## config.mk

```make
export PLATFORM = sky130hd
export DESIGN_NAME = meoc_option_ctrl
export DESIGN_NICKNAME = d
export VERILOG_FILES = /design/src/hdl/meoc_option_ctrl.v
export VERILOG_INCLUDE_DIRS = /design/src /design/src/hdl
export SDC_FILE = /design/constraint.sdc
export NUM_CORES = 1
export LEC_CHECK = 0
export BUFFER_PORTS_ARGS = -buffer_cell sky130_fd_sc_hd__buf_4
export CORE_UTILIZATION = 50
export CTS_CLUSTER_SIZE = 8
export DETAILED_ROUTE_END_ITERATION = 10
export PLACE_DENSITY = 0.78
export SYNTH_ARGS = -nofsm -noshare
export SYNTH_HDL_FRONTEND = slang
export SYNTH_SLANG_ARGS = --single-unit
```

## constraint.sdc

```tcl
create_clock -name clk -period 5.7 [get_ports clk]
set_clock_uncertainty 0.15 [all_clocks]
set_input_delay 0.285 -clock clk [delete_from_list [all_inputs] [get_ports clk]]
set_output_delay 0.285 -clock clk [all_outputs]
set_load 0.01 [all_outputs]
```

## src/hdl/meoc_defines.vh

```
// Offsets, field positions, reset values and codes of the option block.
// Assumes inclusion by bare name from the design file.
`ifndef MEOC_DEFINES_VH
`define MEOC_DEFINES_VH

// ****************************************
// Register word offsets (byte addresses)
// ****************************************
`define MEOC_ADDR_CMD 6'h00
`define MEOC_ADDR_OPT 6'h04
`define MEOC_ADDR_CTL 6'h08
`define MEOC_ADDR_STS 6'h0c
`define MEOC_ADDR_VIEW 6'h10

// ****************************************
// Command word fields
// ****************************************
`define MEOC_CMD_VAL_LSB 0
`define MEOC_CMD_OP_LSB 8

// Command opcodes
`define MEOC_OP_DEFAULTS 4'h0
`define MEOC_OP_GUARD 4'h1
`define MEOC_OP_RELAY 4'h2
`define MEOC_OP_FLOW 4'h3
`define MEOC_OP_LINE 4'h4
`define MEOC_OP_MODE 4'h5
`define MEOC_OP_PULSE 4'h6
`define MEOC_OP_CTS 4'h7
`define MEOC_OP_DSR 4'h8
`define MEOC_OP_TEST 4'h9
`define MEOC_OP_TRELLIS 4'ha
`define MEOC_OP_VIEW 4'hb

// ****************************************
// Reset / factory values
// ****************************************
`define MEOC_GUARD_RST 2'h0
`define MEOC_RELAY_RST 1'b0
`define MEOC_FLOW_RST 3'h3
`define MEOC_LINE_RST 1'b0
`define MEOC_MODE_RST 3'h0
`define MEOC_PULSE_RST 1'b0
`define MEOC_CTS_RST 1'b1
`define MEOC_DSR_RST 1'b0
`define MEOC_TRELLIS_RST 1'b0

// Flow codes
`define MEOC_FLOW_OFF 3'h0
`define MEOC_FLOW_HW 3'h3
`define MEOC_FLOW_SW 3'h4

// Test codes
`define MEOC_TEST_END 4'h0
`define MEOC_TEST_LAL 4'h1
`define MEOC_TEST_LDL 4'h3
`define MEOC_TEST_GRANT 4'h4
`define MEOC_TEST_DENY 4'h5
`define MEOC_TEST_RDL 4'h6
`define MEOC_TEST_RDLST 4'h7
`define MEOC_TEST_LALST 4'h8

// Test states
`define MEOC_TS_NONE 3'h0
`define MEOC_TS_LAL 3'h1
`define MEOC_TS_LDL 3'h2
`define MEOC_TS_RDL 3'h3
`define MEOC_TS_RDLST 3'h4
`define MEOC_TS_LALST 3'h5

`endif

```

## src/hdl/meoc_option_ctrl.v

```verilog
// Modem extended option decoder with a classic Wishbone register slave.
// Assumes line-side status pins arrive asynchronously; bus is on clk.
// Assumes the bus master holds each request until it sees ack.
// What this block does
// - Guard tone option: 0 none, 1 gives 550Hz, 2 gives 1800Hz.
// - Relay option 1 closes relay only while off hook; 0 never.
// - Flow select: 0 off, 3 RTS/CTS default, 4 XON/XOFF; 1,2,5 reserved.
// - Line option: 0 dial-up default, 1 leased line.
// - Mode 0 async; 1-3 sync; mode 2 DTR dials/hangs; mode 3 talk/data.
// - Pulse ratio 0 is 39/61 make/break; 1 is 33/67.
// - CTS option, while off hook: 0 in sync mode CTS follows RTS; 1 holds CTS on.
// - DSR: mode 0 option 0 always on; else on during handshake rules.
// - Test value 0 ends a test or loopback from 1, 3, 6, 7 or 8, back to normal; a grant by 4 stays.
// - Test 1 analog loop, 3 digital loop, 8 analog loop with test.
// - Test 4 grants far loopback requests, 5 refuses them.
// - Test 6 starts remote loopback, 7 remote loopback with test.
// - View 0 or 1 reports active setup with stored profile 0 or 1.
//
// The Wishbone register port and the address map were chosen for this implementation.
`timescale 1ns/10ps
`default_nettype none
`include "meoc_defines.vh"

module meoc_option_ctrl #(
   parameter AW = 6
) (
   input wire clk,
   input wire reset,
   input wire ce,
   input wire wb_cyc_i,
   input wire wb_stb_i,
   input wire wb_we_i,
   input wire [AW-1:0] wb_adr_i,
   input wire [3:0] wb_sel_i,
   input wire [31:0] wb_dat_i,
   output reg [31:0] wb_dat_o,
   output reg wb_ack_o,
   input wire dtr_pin,
   input wire rts_pin,
   input wire off_hook_pin,
   input wire carrier_pin,
   input wire handshake_pin,
   input wire band_high_pin,
   input wire rdl_request_pin,
   output reg cts_out,
   output reg dsr_out,
   output reg relay_close,
   output reg guard_550,
   output reg guard_1800,
   output reg hw_flow_en,
   output reg sw_flow_en,
   output reg leased_line,
   output reg sync_mode,
   output reg dial_request,
   output reg hangup_request,
   output reg data_mode,
   output reg pulse_ratio_uk,
   output reg trellis_coding_disable,
   output reg [2:0] test_state,
   output reg test_band_high,
   output reg rdl_grant,
   output reg rdl_accept,
   output reg [1:0] view_profile,
   output reg view_pulse
);

   // ****************************************
   // Option state
   // ****************************************
   reg [1:0] guard_tone_select;
   reg aux_relay_control;
   reg [2:0] flow_control_select;
   reg line_type_select;
   reg [2:0] communication_mode_select;
   reg pulse_sel;
   reg cts_policy_select;
   reg dsr_policy_select;
   reg trellis_sel;
   reg rdl_allow;
   reg [2:0] tstate;
   reg [3:0] last_test;
   reg [1:0] view_sel;
   reg view_go;

   // ****************************************
   // Pin synchronisers
   // ****************************************
   // Only the second flop is read; the first may go metastable
   localparam NP = 7;
   wire [NP-1:0] pin_raw;
   reg [NP-1:0] pin_s1;
   reg [NP-1:0] pin_s2;
   assign pin_raw = {rdl_request_pin, band_high_pin, handshake_pin,
      carrier_pin, off_hook_pin, rts_pin, dtr_pin};
   genvar gi;
   generate
      for (gi = 0; gi < NP; gi = gi + 1) begin : g_sync
         always @(posedge clk) begin
            if (reset) begin
               pin_s1[gi] <= 1'b0;
               pin_s2[gi] <= 1'b0;
            end else if (ce) begin
               pin_s1[gi] <= pin_raw[gi];
               pin_s2[gi] <= pin_s1[gi];
            end
         end
      end
   endgenerate
   wire dtr_s = pin_s2[0];
   wire rts_s = pin_s2[1];
   wire hook_s = pin_s2[2];
   wire carr_s = pin_s2[3];
   wire hand_s = pin_s2[4];
   wire band_s = pin_s2[5];
   wire rdlq_s = pin_s2[6];
   reg dtr_d;

   // ****************************************
   // Bus decode
   // ****************************************
   // The ~ack term stops a held request from being taken twice
   wire req = wb_cyc_i & wb_stb_i & ~wb_ack_o;
   wire wr_cmd = req & wb_we_i & wb_sel_i[1] & wb_sel_i[0] &
      (wb_adr_i == `MEOC_ADDR_CMD);
   wire [3:0] op = wb_dat_i[`MEOC_CMD_OP_LSB +: 4];
   wire [3:0] val = wb_dat_i[`MEOC_CMD_VAL_LSB +: 4];

   // Commands arrive only through the command word
   always @(posedge clk) begin
      if (reset) begin
         guard_tone_select <= `MEOC_GUARD_RST;
         aux_relay_control <= `MEOC_RELAY_RST;
         flow_control_select <= `MEOC_FLOW_RST;
         line_type_select <= `MEOC_LINE_RST;
         communication_mode_select <= `MEOC_MODE_RST;
         pulse_sel <= `MEOC_PULSE_RST;
         cts_policy_select <= `MEOC_CTS_RST;
         dsr_policy_select <= `MEOC_DSR_RST;
         trellis_sel <= `MEOC_TRELLIS_RST;
         rdl_allow <= 1'b0;
         tstate <= `MEOC_TS_NONE;
         last_test <= 4'h0;
         view_sel <= 2'h0;
         view_go <= 1'b0;
      end else if (ce) begin
         view_go <= 1'b0;
         if (wr_cmd) begin
            case (op)
               `MEOC_OP_DEFAULTS: begin
                  guard_tone_select <= `MEOC_GUARD_RST;
                  aux_relay_control <= `MEOC_RELAY_RST;
                  flow_control_select <= `MEOC_FLOW_RST;
                  line_type_select <= `MEOC_LINE_RST;
                  communication_mode_select <= `MEOC_MODE_RST;
                  pulse_sel <= `MEOC_PULSE_RST;
                  cts_policy_select <= `MEOC_CTS_RST;
                  dsr_policy_select <= `MEOC_DSR_RST;
                  trellis_sel <= `MEOC_TRELLIS_RST;
               end
               `MEOC_OP_GUARD: begin
                  // Values above 2 are ignored
                  if (val <= 4'h2)
                     guard_tone_select <= val[1:0];
               end
               `MEOC_OP_RELAY: begin
                  if (val <= 4'h1)
                     aux_relay_control <= val[0];
               end
               `MEOC_OP_FLOW: begin
                  // Reserved codes leave the selection as it was
                  if (val == 4'h0 || val == 4'h3 || val == 4'h4)
                     flow_control_select <= val[2:0];
               end
               `MEOC_OP_LINE: begin
                  if (val <= 4'h1)
                     line_type_select <= val[0];
               end
               `MEOC_OP_MODE: begin
                  if (val <= 4'h4)
                     communication_mode_select <= val[2:0];
               end
               `MEOC_OP_PULSE: begin
                  if (val <= 4'h1)
                     pulse_sel <= val[0];
               end
               `MEOC_OP_CTS: begin
                  if (val <= 4'h1)
                     cts_policy_select <= val[0];
               end
               `MEOC_OP_DSR: begin
                  if (val <= 4'h1)
                     dsr_policy_select <= val[0];
               end
               `MEOC_OP_TEST: begin
                  last_test <= val;
                  // Grant and deny leave a running test alone
                  case (val)
                     `MEOC_TEST_END: tstate <= `MEOC_TS_NONE;
                     `MEOC_TEST_LAL: tstate <= `MEOC_TS_LAL;
                     `MEOC_TEST_LDL: tstate <= `MEOC_TS_LDL;
                     `MEOC_TEST_LALST: tstate <= `MEOC_TS_LALST;
                     `MEOC_TEST_GRANT: rdl_allow <= 1'b1;
                     `MEOC_TEST_DENY: rdl_allow <= 1'b0;
                     `MEOC_TEST_RDL: tstate <= `MEOC_TS_RDL;
                     `MEOC_TEST_RDLST: tstate <= `MEOC_TS_RDLST;
                     default: tstate <= tstate;
                  endcase
               end
               `MEOC_OP_TRELLIS: begin
                  if (val <= 4'h1)
                     trellis_sel <= val[0];
               end
               `MEOC_OP_VIEW: begin
                  if (val <= 4'h1) begin
                     view_sel <= {1'b1, val[0]};
                     view_go <= 1'b1;
                  end
               end
               default: view_go <= 1'b0;
            endcase
         end
      end
   end

   // ****************************************
   // Line-side behaviour
   // ****************************************
   wire is_sync = (communication_mode_select >= 3'h1) &&
      (communication_mode_select <= 3'h3);
   wire on_line = hook_s;
   wire testing = (tstate != `MEOC_TS_NONE);
   // Any test state drops the handshake form of DSR
   wire hand_dsr = hand_s & ~testing & (on_line | carr_s);

   always @(posedge clk) begin
      if (reset) begin
         dtr_d <= 1'b0;
         cts_out <= 1'b0;
         dsr_out <= 1'b0;
         relay_close <= 1'b0;
         guard_550 <= 1'b0;
         guard_1800 <= 1'b0;
         hw_flow_en <= 1'b0;
         sw_flow_en <= 1'b0;
         leased_line <= 1'b0;
         sync_mode <= 1'b0;
         dial_request <= 1'b0;
         hangup_request <= 1'b0;
         data_mode <= 1'b0;
         pulse_ratio_uk <= 1'b0;
         trellis_coding_disable <= 1'b0;
         test_state <= `MEOC_TS_NONE;
         test_band_high <= 1'b0;
         rdl_grant <= 1'b0;
         rdl_accept <= 1'b0;
         view_profile <= 2'h0;
         view_pulse <= 1'b0;
      end else if (ce) begin
         // Pin-driven outputs lag their pins by three clocks
         dtr_d <= dtr_s;
         guard_550 <= (guard_tone_select == 2'h1);
         guard_1800 <= (guard_tone_select == 2'h2);
         relay_close <= aux_relay_control & hook_s;
         hw_flow_en <= (flow_control_select == `MEOC_FLOW_HW);
         sw_flow_en <= (flow_control_select == `MEOC_FLOW_SW);
         leased_line <= line_type_select;
         sync_mode <= is_sync;
         // Dial on DTR rising, only from idle
         dial_request <= (communication_mode_select == 3'h2) &
            dtr_s & ~dtr_d & ~on_line;
         hangup_request <= (communication_mode_select == 3'h2) &
            ~dtr_s & on_line;
         data_mode <= (communication_mode_select == 3'h3) & dtr_s;
         pulse_ratio_uk <= pulse_sel;
         // Off line CTS stays low under either policy
         if (!on_line)
            cts_out <= 1'b0;
         else if (!cts_policy_select && is_sync)
            cts_out <= rts_s;
         else
            cts_out <= 1'b1;
         if (communication_mode_select == 3'h0 && !dsr_policy_select)
            dsr_out <= 1'b1;
         else
            dsr_out <= hand_dsr;
         trellis_coding_disable <= trellis_sel;
         test_state <= tstate;
         test_band_high <= band_s & ((tstate == `MEOC_TS_LAL) |
            (tstate == `MEOC_TS_LALST));
         rdl_grant <= rdl_allow;
         rdl_accept <= rdl_allow & rdlq_s;
         view_profile <= view_sel;
         view_pulse <= view_go;
      end
   end

   // ****************************************
   // Wishbone answer, one wait state
   // ****************************************
   reg [31:0] next_rdata;
   always @* begin
      next_rdata = 32'h0000_0000;
      case (wb_adr_i)
         `MEOC_ADDR_OPT: next_rdata = {14'h0000,
            trellis_sel,
            dsr_policy_select,
            cts_policy_select,
            pulse_sel,
            communication_mode_select,
            line_type_select,
            flow_control_select,
            aux_relay_control,
            guard_tone_select,
            4'h0};
         `MEOC_ADDR_CTL: next_rdata = {28'h0000000, last_test};
         `MEOC_ADDR_STS: next_rdata = {22'h000000,
            rdl_allow,
            tstate,
            carr_s,
            hand_s,
            hook_s,
            dtr_s,
            rts_s,
            band_s};
         `MEOC_ADDR_VIEW: next_rdata = {30'h00000000, view_sel};
         default: next_rdata = 32'h0000_0000;
      endcase
   end

   // Read data is registered so wb_dat_o comes from a flop
   always @(posedge clk) begin
      if (reset) begin
         wb_ack_o <= 1'b0;
         wb_dat_o <= 32'h0000_0000;
      end else if (ce) begin
         wb_ack_o <= req;
         if (req && !wb_we_i)
            wb_dat_o <= next_rdata;
      end
   end

endmodule
`default_nettype wire

```

* Word level (Yosys, flattened, before mapping)
Index checks and enable logic that the tools add are counted.
** Cells by class
- Bitwise gates (word level) :: 24
- Muxes and demuxes :: 22
- Eq/ne operators :: 39
- Reductions and logical operators :: 39
- Magnitude comparators :: 5
** Operators by type and width (count)
- $pmux W18 S4 :: 1
- $reduce_and A4 Y1 :: 12
- $eq A4 B3 Y1 const B :: 8
- $eq A4 B4 Y1 const B :: 5
- $reduce_bool A2 Y1 :: 10
- $ne A2 B2 Y1 const B :: 9
- $pmux W3 S6 :: 1
- $and A1 B1 Y1 :: 17
- $pmux W1 S2 :: 7
- $eq A4 B2 Y1 const B :: 3
- $eq A6 B4 Y1 const B :: 2
- $pmux W3 S2 :: 2
- $eq A3 B2 Y1 const B :: 3
- $eq A4 B1 Y1 const B :: 2
- $logic_not A4 Y1 :: 2
- $mux W1 :: 7
- $eq A3 B3 Y1 const B :: 2
- $eq A6 B3 Y1 const B :: 1
- $eq A6 B5 Y1 const B :: 1
- $logic_not A6 Y1 :: 1
- $mux W3 :: 2
- $reduce_bool A6 Y1 :: 1
- $not A1 Y1 :: 5
- $le A4 B1 Y1 const B :: 1
- 17 further kinds :: 24
** Word-level totals
- Output and inout bits :: 56
- Word-level logic and storage cells :: 180
- Input bits :: 55
- Flip-flop bits (word level) :: 96

* Depth between registers and ports, before layout
- Depth after elaboration :: 7
- Gate-level depth with buffers :: 7
- Gate-level depth less buffers :: 4

* Least setup slack after synthesis
OpenSTA, ideal clock, no wires.
- Kind :: input-to-reg
- From :: input port wb_adr_i[5]
- To :: register pulse_sel
- Cell stages on the path :: 5
- Slack :: 3341 ps
- Arrival time :: 2089 ps
- Required time :: 5429 ps
- Buffers on the path :: 1
- Cell sequence :: or4_4 > or4_4 > buf_6 > nor4b_1 > mux2_2
** On the way
- Cells in the longest elaborated chain, start to end :: 3
** RTL lines
- start: declaration :: line meoc_option_ctrl.v:33 : input wire [AW-1:0] wb_adr_i,
- $logic_not A6 Y1 (no line)
- $and A1 B1 Y1 :: line meoc_option_ctrl.v:123 : wire wr_cmd = req & wb_we_i & wb_sel_i[1] & wb_sel_i[0] &
- $reduce_and A4 Y1 (no line)
- end signal: assignment :: line meoc_option_ctrl.v:136 : pulse_sel <= `MEOC_PULSE_RST;
- end signal: assignment :: line meoc_option_ctrl.v:155 : pulse_sel <= `MEOC_PULSE_RST;
- end signal: assignment :: line meoc_option_ctrl.v:184 : pulse_sel <= val[0];
- end: declaration :: line meoc_option_ctrl.v:75 : reg pulse_sel;
Every way passes these cells.
A chain may end at the register's enable or synchronous reset.

* Worst setup path in the final report
- From :: input port ce
- To :: register flow_control_select[2]
** On the way
- Cells in the longest elaborated chain, start to end :: 1
** RTL lines
- start: declaration :: line meoc_option_ctrl.v:29 : input wire ce,
- $reduce_and A4 Y1 (no line)
- end signal: assignment :: line meoc_option_ctrl.v:133 : flow_control_select <= `MEOC_FLOW_RST;
- end signal: assignment :: line meoc_option_ctrl.v:152 : flow_control_select <= `MEOC_FLOW_RST;
- end signal: assignment :: line meoc_option_ctrl.v:172 : flow_control_select <= val[2:0];
- end: declaration :: line meoc_option_ctrl.v:72 : reg [2:0] flow_control_select;
Every way passes these cells.

==> results.md <==
* Run status: completed
* Final Wtd Congestion at ~0.86
* Int Pwr at 0.832 mW
* Net load switching power at between 0.2 and 0.3 mW
* Max VDD drop at approximately 160 uV
* Vias in the first global route at between 2000 and 3000
* # diodes at 0
* PnR worst setup slack at ~2.9 ns
* Sw frac at about a quarter
* Register bit count reported by yosys at approximately 80
* DR iter-0 viols at between 200 and 250
* Post-synth EDFFs at 0
* Setup bufs post-CTS at 0
* Top cells by count, synth: 82 x dfxtp_1, 52 x nor2_1, 33 x mux2i_1, 30 x a21oi_1, 24 x clkbuf_1
* Fin. max-slew vios at 0
* CP startpoint kind: primary input
* Final ANT Viol Nets at 0
* Dpl ws at between 2 and 3 ns
* Comb pwr share at 8.4%
* Critical Path Sink Type: register
* Nets@finish at between 500 and 600
* Row cnt at 31
* Worst-Margin Slew at roughly 1.2 ns
* Biggest area consumer among synthesized cells: dfxtp_1
* Total leakage power at 1.75 nW
* Mean post-synth cell area at between 8 and 9 um2
* Hold Crit Class: primary input to register
* CP arrival at 2.91 ns
* Synth-to-Final Area Change at 18.7%
* Tmin final at between 2 and 3 ns
* Crit path largest cell delay at approximately 1.1 ns
* Die area at around 7900 um2
* Congestion Overflow GR at 0
* Post-DR vias/cell at 5.64
* Syn Inst Count at roughly 420
* Initial Utilization at 51.8%
* Vias at roughly 3200
* Total clock sinks at 82
* First-pass GRT wire length at about 14 mm
* Fin Setup TNS at 0 ns
* 1st-pass router iterations at 4
* Yosys warns at 0
* Drt wl/cell at between 15 and 20 um
* Critical path, cell by cell: buf_4, nand4b_1, nor4_2, o211ai_1, a32o_1
* Clk pwr share at approximately 39%
* DRC at 0
* Max Clk Rate at between 0.3 and 0.4 GHz
* Unrepaired setup endpoints after global routing: no
* Post-synth cell types at between 50 and 60
* Later-pin clock latency in the skew report at between 0.3 and 0.4 ns
* DIE HEIGHT at a little under 90 um
* CTS Root Buffer Type: clkbuf_8
* Yosys top cell area share at between 40% and 50%
* CTS H-Tree Depth at 3
* Port Buffers at 70
* Core footprint at 7250 um2
* Sequential power share at between 50% and 60%
* Synth Cell Area at approximately 3800 um2
* Req. time, crit path at a little under 6 ns
* Clk pin slew, worst setup/hold paths at 0.08 ns
* Largest net degree at the start of global routing at between 70 and 80
* FFs w/ async S/R, synth at 0%
* Gr usage total at a little under a quarter
* Setup CP Type: primary input to register
* Num ports at about 110
* Bufs and invs on worst path at 1
* Power per cell area at about 250 nW/um2
* Post-CTS resize count at 0
* Post-DP HPWL at 6.14 mm
* Tcrit/Tclk final at between 40 and 50%
* Die width at a little under 90 um
* CP delay by family, top: simple AND/OR/NAND/NOR gates
* Sequential fraction of the synthesis area at a little over two fifths
* Area contributors post-synth: dfxtp_1 44%, mux2i_1 8.8%, nor2_1 5.2%
* Final setup vio count at 0
* Worst Path Max Fanout at 52
* Num CTS Buffers at 9
* Hold slack at ~0.013 ns
* Final Hold Viols at 0
* CTS Buffer Depth at 2
* CTS tree: built
* Finished Core Util at between 60% and 70%
* Ys flop type: dfxtp_1
* Detailed Route WL at 8.92 mm
* MaxCap Viol Count at 0
* Most frequent cell after synthesis: dfxtp_1
* Slew headroom at a little over a fifth
* Hold Buf Count CTS at 2
* Layout cell share with drive strength beyond 1 at a little under a quarter
* Final Power at roughly 1.1 mW
* Worst path slowest cell: nor4_2
* Initial antenna violation count at 0
metrics by stage:
| step | cell area, um2 | cells |
|---|---|---|
| finish | 4460 | 575 |
| global route | 4460 | 575 |
| CTS | 4460 | 575 |
| detailed placement | 4240 | 557 |
| global placement | 4240 | 557 |
| floorplan | 3810 | 434 |
cell type report:
class	count	area [um2]
clock buffer	11	141
clock inverter	5	62.6
fill	634	2790
inverter	8	30.0
multi-input combinational	297	1910
sequential	82	1640
tap	99	124
timing repair buffer	73	553
metal layers:
layer	up-vias	GRT usage, %	part of all wire (%)
met5	-	0	0
met3	18	5.97	6.7
met2	118	37.6	48
met1	1521	29.8	43
li1	1587	-	-
met4	0	9.97	1.9
cells by family after synthesis:
kind of cell / share of synthesized area [%]
flip-flops: 43.7
XOR/XNOR: 0.466
buffers and inverters: 7.12
other: 0.0998
multiplexers: 11.2
AO/OA/AOI/OAI: 15.7
AND/OR/NAND/NOR: 21.7
cells in the final DEF, fill, tap and decap left out, types with 4 or more instances in the layout:
cell type / n
a21oi_1: 30
a22oi_1: 6
o21ai_0: 16
conb_1: 14
nand2_1: 12
inv_1: 8
nor2b_1: 5
nor4b_1: 4
mux2i_1: 33
nand2b_1: 14
nand3_1: 20
a32oi_1: 9
nor2_1: 52
clkbuf_8: 10
mux2_2: 8
dfxtp_1: 82
or2_2: 6
nor4_1: 4
a22o_1: 4
buf_4: 71
power by group through the flow:
| stage | sequential, mW | clock, mW | combinational [mW] |
|---|---|---|---|
| after global placement | 0.596 | 0 | 0.0878 |
| after global routing | 0.584 | 0.462 | 0.101 |
| after floorplan | 0.595 | 0 | 0.0678 |
| final | 0.583 | 0.427 | 0.0920 |
| after CTS | 0.583 | 0.435 | 0.0914 |
| after detailed placement | 0.596 | 0 | 0.0898 |
worst min-delay path: stages:
cell     delay, ns
buf_4         0.08
mux2i_1       0.05
nor2_1        0.07
sequential cells by signal, indices dropped and copies added (netlist names), 2 cells and up:
register and count:
wb_dat_o 18, pin_s1 7, last_test 4, communication_mode_select 3, flow_control_select 3, test_state 3
tstate 3, guard_tone_select 2, view_profile 2, view_sel 2
final timing paths:
kind | endpoint | cells after the start | from | slack, ns
max | flow_control_select[2]$_SDFFE_PP0P_ | 5 | ce | 2.89
min | pin_s1[0]$_SDFFE_PP0P_ | 3 | dtr_pin | 0.01
max reg2reg | flow_control_select[2]$_SDFFE_PP0P_ | 4 | wb_ack_o$_SDFFE_PP0P_ | 3.02
min reg2reg | cts_out$_SDFFE_PP0P_ | 2 | cts_out$_SDFFE_PP0P_ | 0.33
Power figures use the tool's default switching activity.
